`config.mk`:
```
export PLATFORM = sky130hd
export DESIGN_NAME = ldm_lane_bc
export DESIGN_NICKNAME = d
export VERILOG_FILES = /design/src/hdl/ldm_pkg.sv /design/src/hdl/ldm_lane_bc.sv
export SDC_FILE = /design/constraint.sdc
export NUM_CORES = 1
export LEC_CHECK = 0
export ABC_AREA = 1
export CAP_MARGIN = 20
export CORE_ASPECT_RATIO = 0.9
export CORE_UTILIZATION = 61
export CTS_CLUSTER_SIZE = 8
export DETAILED_ROUTE_END_ITERATION = 6
export DONT_BUFFER_PORTS = 1
export PLACE_DENSITY_LB_ADDON = 0.25
export SLEW_MARGIN = 20
export SYNTH_ARGS = -nofsm -noshare
export SYNTH_HDL_FRONTEND = slang
export SYNTH_SLANG_ARGS = --single-unit
```
`constraint.sdc`:
```
create_clock -name ref_clk_i -period 2.8 [get_ports ref_clk_i]
set_input_delay 0.56 -clock ref_clk_i [delete_from_list [all_inputs] [get_ports ref_clk_i]]
set_output_delay 0.56 -clock ref_clk_i [all_outputs]
set_load 0.1 [all_outputs]
```
`src/hdl/ldm_pkg.sv`:
```
/*
  Package for the logical DMA lane B/C mode block: register offsets, field
  positions, reset values and transfer-type codes.
  Assumes an 8-bit host register port with a 4-bit address and write strobe.
*/
package ldm_pkg;

  // ----------------------------------------------------------------
  // Register map
  // ----------------------------------------------------------------
  localparam logic [3:0] LDM_LANE_B_MODE_OFS = 4'h5;
  localparam logic [3:0] LDM_LANE_C_MODE_OFS = 4'h7;
  localparam logic [3:0] LDM_STROBE_OFS = 4'h1;
  localparam logic [7:0] LDM_MODE_RESET = 8'h00;

  // ----------------------------------------------------------------
  // Mode register fields and strobe register bits
  // ----------------------------------------------------------------
  localparam int LDM_PATH_ON_BIT = 7;
  localparam int LDM_IRQ_ON_BIT = 6;
  localparam int LDM_XFER_HI = 5;
  localparam int LDM_XFER_LO = 3;
  localparam int LDM_PHYS_HI = 2;
  localparam int LDM_PHYS_LO = 0;
  localparam int LDM_CLR_B_BIT = 1;
  localparam int LDM_CLR_C_BIT = 2;

  // ----------------------------------------------------------------
  // Transfer types, burst length and physical channel count
  // ----------------------------------------------------------------
  localparam logic [2:0] LDM_XFER_SINGLE = 3'h0;
  localparam logic [2:0] LDM_XFER_BURST = 3'h1;
  localparam int LDM_BURST_LEN = 8;
  localparam int LDM_PHYS_CHANS = 8;

endpackage : ldm_pkg

```
`src/hdl/ldm_lane_bc.sv`:
```
/*
  Mode control for logical DMA lanes B and C: two write-only mode registers,
  logical request to physical request/acknowledge translation with single or
  burst behaviour, a two-entry buffer per lane, and terminal-count interrupts.
  Assumes host writes arrive synchronous to ref_clk_i and that physical DMA
  acknowledge and terminal-count pins arrive asynchronously.
*/
`timescale 1ns/1ns
module ldm_lane_bc
  import ldm_pkg::*;
#(
  parameter int WIDTH = 16,        // Data word width
  parameter int NCHAN = LDM_PHYS_CHANS // Physical channel count
) (
  input wire logic ref_clk_i,                    // Board clock, 125 MHz
  input wire logic reset_i,                      // Board reset, sync, high
  input wire logic wr_en_i,                      // Host register write strobe
  input wire logic [3:0] wr_addr_i,              // Host register offset
  input wire logic [7:0] wr_data_i,              // Host write data
  input wire logic [1:0] lreq_valid_i,           // Logical word valid, [0]=B [1]=C
  input wire logic [2*WIDTH-1:0] lreq_data_i,    // Logical words, B in low half
  output logic [1:0] lreq_ready_o,               // Buffer can take a word
  output logic [NCHAN-1:0] dma_req_o,            // Physical DMA requests
  input wire logic [NCHAN-1:0] dma_ack_i,        // Physical DMA acks, async
  output logic [WIDTH-1:0] dma_data_o,           // Word for acked transfer
  input wire logic [1:0] tc_i,                   // Terminal count per lane, async
  output logic [1:0] count_done_o,               // Count status B, C
  output logic irq_o                             // Terminal-count interrupt
);

  // ----------------------------------------------------------------
  // Register decode
  // ----------------------------------------------------------------
  logic [7:0] mode_q [2];
  logic [1:0] wr_mode;
  logic [1:0] clr_hit;
  assign wr_mode[0] = wr_en_i && (wr_addr_i == LDM_LANE_B_MODE_OFS);
  assign wr_mode[1] = wr_en_i && (wr_addr_i == LDM_LANE_C_MODE_OFS);
  // The strobe bits exist only as decode terms, so they self-clear
  assign clr_hit[0] = wr_en_i && (wr_addr_i == LDM_STROBE_OFS) && wr_data_i[LDM_CLR_B_BIT];
  assign clr_hit[1] = wr_en_i && (wr_addr_i == LDM_STROBE_OFS) && wr_data_i[LDM_CLR_C_BIT];

  // Mode registers, cleared by board reset; one process drives both
  always_ff @(posedge ref_clk_i) begin
    for (int i = 0; i < 2; i++) begin
      if (reset_i) begin
        mode_q[i] <= LDM_MODE_RESET;
      end else if (wr_mode[i]) begin
        mode_q[i] <= wr_data_i;
      end
    end
  end

  // ----------------------------------------------------------------
  // Input synchronisers for asynchronous pins
  // ----------------------------------------------------------------
  logic [NCHAN-1:0] ack_s1_q, ack_s2_q;
  logic [1:0] tc_s1_q, tc_s2_q, tc_s3_q;
  always_ff @(posedge ref_clk_i) begin
    ack_s1_q <= dma_ack_i;
    ack_s2_q <= ack_s1_q;
    tc_s1_q <= tc_i;
    tc_s2_q <= tc_s1_q;
    tc_s3_q <= tc_s2_q;
  end
  logic [1:0] tc_rise;
  assign tc_rise = tc_s2_q & ~tc_s3_q;

  // ----------------------------------------------------------------
  // Per-lane logic, lane C identical to lane B
  // ----------------------------------------------------------------
  logic [1:0] lane_req;
  logic [1:0] lane_ack;
  logic [1:0] lane_ack_rise;
  logic [2:0] lane_sel [2];
  logic [WIDTH-1:0] lane_head [2];
  logic [1:0] count_done_q;
  logic [NCHAN-1:0] req_b, req_c;

  for (genvar l = 0; l < 2; l++) begin : g_lane
    logic on;
    logic burst;
    logic [1:0] cnt_q;
    logic [WIDTH-1:0] buf_q [2];
    logic wp_q, rp_q;
    logic ack_d_q;
    logic [3:0] burst_q;
    logic push, pop;

    assign on = mode_q[l][LDM_PATH_ON_BIT];
    // Only code 1 bursts; reserved codes fall back to single transfers
    assign burst = (mode_q[l][LDM_XFER_HI:LDM_XFER_LO] == LDM_XFER_BURST);
    assign lane_sel[l] = mode_q[l][LDM_PHYS_HI:LDM_PHYS_LO];
    assign lane_ack[l] = ack_s2_q[lane_sel[l]];
    assign lane_ack_rise[l] = lane_ack[l] && !ack_d_q;

    // Two-entry buffer; disabled lane refuses and flushes words
    assign lreq_ready_o[l] = on && (cnt_q != 2'd2);
    assign push = lreq_valid_i[l] && lreq_ready_o[l];
    assign pop = on && lane_ack_rise[l] && (cnt_q != 2'd0);
    assign lane_head[l] = buf_q[rp_q];

    always_ff @(posedge ref_clk_i) begin
      if (reset_i || !on) begin
        cnt_q <= 2'd0;
        wp_q <= 1'b0;
        rp_q <= 1'b0;
      end else begin
        cnt_q <= cnt_q + {1'b0, push} - {1'b0, pop};
        if (push) wp_q <= ~wp_q;
        if (pop) rp_q <= ~rp_q;
      end
    end

    always_ff @(posedge ref_clk_i) begin
      if (push) buf_q[wp_q] <= lreq_data_i[l*WIDTH +: WIDTH];
    end

    // Burst counter: request held across up to eight acknowledged transfers
    always_ff @(posedge ref_clk_i) begin
      if (reset_i || !on) begin
        ack_d_q <= 1'b0;
        burst_q <= 4'h0;
      end else begin
        ack_d_q <= lane_ack[l];
        if (!burst || cnt_q == 2'd0) begin
          burst_q <= 4'h0;
        end else if (pop) begin
          burst_q <= (burst_q == 4'(LDM_BURST_LEN - 1)) ? 4'h0 : burst_q + 4'h1;
        end
      end
    end

    // Single mode drops request while ack is high to force rearbitration
    assign lane_req[l] = on && (cnt_q != 2'd0) &&
                         (burst ? !(lane_ack[l] && burst_q == 4'(LDM_BURST_LEN - 1))
                                : !lane_ack[l]);

  end

  // Count status: a terminal count in the same cycle as a clear wins,
  // so an event is never lost to a strobe already in flight
  always_ff @(posedge ref_clk_i) begin
    for (int i = 0; i < 2; i++) begin
      if (reset_i) begin
        count_done_q[i] <= 1'b0;
      end else if (tc_rise[i] && mode_q[i][LDM_PATH_ON_BIT]) begin
        count_done_q[i] <= 1'b1;
      end else if (clr_hit[i]) begin
        count_done_q[i] <= 1'b0;
      end
    end
  end

  // ----------------------------------------------------------------
  // Physical request mapping and outputs
  // ----------------------------------------------------------------
  assign req_b = lane_req[0] ? (NCHAN'(1) << lane_sel[0]) : '0;
  assign req_c = lane_req[1] ? (NCHAN'(1) << lane_sel[1]) : '0;
  assign count_done_o = count_done_q;
  assign irq_o = (count_done_q[0] && mode_q[0][LDM_IRQ_ON_BIT]) ||
                 (count_done_q[1] && mode_q[1][LDM_IRQ_ON_BIT]);

  // Registered request and data; B wins if both lanes share an ack
  always_ff @(posedge ref_clk_i) begin
    if (reset_i) begin
      dma_req_o <= '0;
      dma_data_o <= '0;
    end else begin
      dma_req_o <= req_b | req_c;
      if (g_lane[0].pop) begin
        dma_data_o <= lane_head[0];
      end else if (g_lane[1].pop) begin
        dma_data_o <= lane_head[1];
      end
    end
  end
endmodule : ldm_lane_bc

```
======== Yosys cells after proc, flatten, opt, wreduce, memory -nomap -nowiden ========
Memory sizes are Yosys's and may differ from the RTL's. A register that Yosys moved wholly into a read port is not among the register bits.
Index checks and enable logic that the tools add are counted.
storage, ports and cells
  register bits after elaboration ......... 66
  RAM bits ................................ 80
  input bits .............................. 59
  output and inout port bits .............. 29
  memories ................................ 3
operators by class
  add/sub/neg operators ................... 6
  order comparisons ....................... 2
  equality and inequality tests ........... 9
  shift-type cells ........................ 2
  mux-type cells .......................... 34
  bitwise logic cells ..................... 9
  reduce and logical (&&, ||, !) cells .... 49
memories
  name             depth  bits a word  read ports  clocked after Yosys merged registers in  wr ports  line               RTL
  g_lane[0].buf_q  2      16           1           1                                        1         ldm_lane_bc.sv:84  logic [WIDTH-1:0] buf_q [2];
  g_lane[1].buf_q  2      16           1           1                                        1         ldm_lane_bc.sv:84
  mode_q           2      8            2           0                                        2         ldm_lane_bc.sv:34  logic [7:0] mode_q [2];
operators with widths
  operator                                                                      number
  16-bit two-way mux                                                            2
  8-bit two-way mux                                                             4
  1-bit logical AND                                                             25
  1-bit two-way mux                                                             24
  4-bit by 3-bit == test with 1-bit output, second input constant               4
  1-bit by 3-bit << shifter with 8-bit output, first input constant             2
  1-bit logical NOT                                                             10
  2-bit nonzero test                                                            5
  4-bit by 1-bit adder with 4-bit output, second input constant                 2
  3-bit by 4-bit less-than comparator with 1-bit output, second input constant  2
  4-bit two-way mux                                                             2
  8-bit OR                                                                      1
  1-bit binary-select mux with 3-bit select                                     2
  3-bit by 1-bit == test with 1-bit output, second input constant               2
  1-bit logical OR                                                              5
  2-bit by 1-bit adder with 2-bit output                                        2
  4-bit by 1-bit == test with 1-bit output, second input constant               1
  2-bit logical NOT                                                             2
  2-bit != test, second input constant                                          2
  1-bit inverter                                                                4
  2-bit OR reduction                                                            2
  2-bit by 1-bit subtractor with 2-bit output                                   2
  2-bit bitwise AND                                                             1
  2-bit inverter                                                                1
  1-bit OR                                                                      2

======== Depth between registers and ports, before layout ========
  depth in word-level cells ............... 8
  mapped depth ............................ 16
  mapped depth without buffers ............ 13

======== Least setup slack after synthesis ========
No wires, ideal clock.
  kind .................................... flip-flop to flip-flop
  start ................................... memory mode_q[1][7]
  end ..................................... memory g_lane[1].buf_q[0][0], enable pin
  library setup time ...................... 389 ps
  arrival time ............................ 3,025 ps
  data required time ...................... 2,411 ps
  slack ................................... -613 ps
  cell stages (with the launch flop) ...... 5
  path buffers ............................ 0
  cells stage by stage .................... edfxtp_1 -> inv_1 -> a21oi_1 -> nand2_1 -> nor2_1
RTL lines
  element      line
  from (decl)  ldm_lane_bc.sv:34
  to (decl)    ldm_lane_bc.sv:84

==> impl_results.md <==
* DP Wirelength at 8030 um
* DR vias/cell at 5.47
* Htree depth at 4
* Later-pin clock latency in the skew report at 0.51 ns
* TritonCTS clock tree: done
* Skew final at around 0.011 ns
* FF-to-FF End: g_lane[1].cnt_q[1]
* Wirelength per Cell at 16.4 um
* Status: finished clean
* Syn. warnings at 0
* Area leader, netlist: edfxtp_1
* Post-CTS setup repair buffer count at 0
* Iter 0 DRT Violations at between 200 and 300
* Power per Cell Area at between 700 and 800 mW/mm2
* Io pins at 88
* Synth cell types at 31
* Met3 usage at 0.0807
* GRT Util Overall at 0.248
* # DRC at 0
* Grt met1 use at 0.349
* CTS buffer count at 17
* GR met2 Demand/Resource at 0.369
* Worst setup path class: reg2reg
* Top post-synthesis cells by count: nand2_1, edfxtp_1, nor2_1
* Max_cap viols at 0
* Grt peak-use layer: met2
* Max Fclk at 0.438 GHz
* Largest net degree at the start of global routing at 38
* RR Startpoint: mode_q[1][0]
* Worst slew pin tran at ~1.0 ns
* Vias in the first global route at 3543
* Core ar. at 0.00917 mm2
* Crit path time final at 2.29 ns
* Async S/R FF share, synth at 0
* Post-synth top area share at 0.413
* Setup TNS after final layout at 0 ns
* First-pass GRT wire length at around 18000 um
* Cell Rows at 33
* Area growth, synth to finish at 12.9%
* Initial core utilization at 0.634
* Routed Antenna Nets at 0
* Overall routed net length at about 11000 um
* Die area at 0.00992 mm2
* Finish-stage setup viols at 0
* Clk slew on worst S/H paths at 0.06 ns
* Nature of the critical path startpoint: register
* Cells taking the most area after synthesis: edfxtp_1, dfxtp_1, nand2_1, nor2_1, nand3_1
* Grt total ovfl at 0
* DP Cell Count at about 670
* Register bit total from synthesis at 148
* Root Driver: clkbuf_8
* Max-slew violations at 0
* Worst setup startpoint: mode_q[1][0]
* Final non-filler cell total at 699
* Port bufs at 0
* Ant. Diodes at 0
* Die height at 94.6 um
* Seq/Total Area, Yosys at 0.648
* RSZ-0062 raised after global routing: false
* Mapped Area at between 0.005 and 0.006 mm2
* Top_reg_cell synth: edfxtp_1
* Clock sink total at 148
* Post-cts sizing count at 0
* Top fanout value on the critical path at 16
* Post-Synthesis Cells at 546
* Die X at roughly 100 um
* Critical path capture point: g_lane[1].cnt_q[1]
* First-pass detailed-route iteration total at 5
* Maximum VDD drop at 0.465 mV
* Syn avg cell area at between 10 and 15 um2
* Tcrit/Tclk final at 0.816
* CP Capture Type: register
* Slew headroom at 0.308
* Crit path arrival time at approximately 2.7 ns
* Hold Buf Count CTS at 0
* Share of layout cells above drive strength 1 at 0.144
* Post-synth EDFFs at 80
* Reg2reg path depth at 10
* Layout fillers at around 650
* GP Congestion at ~0.9
* Setup slack, reg-to-reg at 0.51 ns
* Antenna violations before repair at 0
* Req. time, crit path at about 3.2 ns
* Final hold violations at 0
* Nets at 629
* Syn Nets at 611
* Most frequent cell after synthesis: nand2_1
* Min-Delay Path Class: in2reg
* Worst-case clock buffer depth at 2
* Total number of vias at 3826
* Static Leak at 2.57 nW
## where the power goes
group | switching, mW | internal (mW) | leakage [nW] | total (mW)
combinational | 0.171 | 0.0677 | 0.976 | 0.239
sequential | 0.0908 | 2.36 | 1.30 | 2.46
clock | 0.849 | 1.40 | 0.301 | 2.25
## cells by family after synthesis
logic type	Yosys count	share of synthesized area
buffers and inverters	62	0.0527
flip-flops	148	0.648
multiplexers	24	0.0448
adder cells (fa/ha/maj)	6	0.0129
AO/OA/AOI/OAI	53	0.0497
XOR/XNOR	4	0.00603
AND/OR/NAND/NOR	249	0.186
## worst max-delay path, stage by stage, from the launching register on
cell and delay, ns:
edfxtp_1 0.50, o21ai_0 0.30, nand2_1 0.11, nand3_2 0.10, nand2_2 0.07, nor2_4 0.31, ha_1 0.19, inv_1 0.04
ha_1 0.17, or2_2 0.29, a21oi_1 0.11
## metrics by stage
stage,total power [mW],hold WS (ns),instance area (um2),utilization,worst slack [ns]
2_1_floorplan,2.68,0.310,5820,-,0.0607
3_3_place_gp,2.73,0.313,5960,0.650,0.648
3_5_place_dp,2.74,0.312,5960,0.650,0.604
4_1_cts,4.97,0.0546,6560,0.716,0.571
5_1_grt,5.11,0.0453,6560,0.716,0.303
6_report,4.95,0.0719,6560,0.716,0.515
## state kept, by name, indices dropped and copies added, names as in the netlist, named ones only
register,count
g_lane.burst_q,8
g_lane.wp_q,2
g_lane.buf_q,64
count_done_o,2
tc_s1_q,2
g_lane.cnt_q,4
ack_s1_q,8
g_lane.ack_d_q,2
dma_req_o,8
ack_s2_q,8
g_lane.rp_q,2
tc_s2_q,2
tc_s3_q,2
mode_q,16
dma_data_o,16
## worst min-delay path by stage
stage,from,slack (ns),to,cells past startpoint
after global placement,ack_s1_q[7],0.31,ack_s2_q[7],0
after floorplan,ack_s1_q[0],0.31,ack_s2_q[0],0
after CTS,dma_ack_i[2],0.05,ack_s1_q[2],0
after detailed placement,ack_s1_q[5],0.31,ack_s2_q[5],0
after global routing,dma_ack_i[2],0.05,ack_s1_q[2],0
final,dma_ack_i[5],0.07,ack_s1_q[5],0
## placed cells by master (no fill, tap or decap), types with 6 or more instances in the layout
cell type,count
o21ai_0,16
buf_4,15
nor2_1,76
mux2i_1,8
a21oi_1,21
inv_1,43
mux2_2,16
nand3_1,46
nand2_1,103
dfxtp_1,68
o21ai_1,7
edfxtp_1,80
clkbuf_16,18
ha_1,6
## per-layer routing
layer | routed length (um) | vias up
met1 | 5180 | 1789
met4 | 116 | 0
met3 | 1020 | 13
met5 | 0 | -
li1 | - | 1867
met2 | 5130 | 157
## layout make-up
cell class	instances	area (um2)	share of cell area
flip-flops and latches	148	3760	0.574
multi-input cells	336	1750	0.267
clock buffers	22	485	0.0740
inverters	46	178	0.0271
well taps	122	153	0.0233
clock inverters	10	119	0.0181
repair buffers	15	113	0.0172
Power figures use the tool's default switching activity.
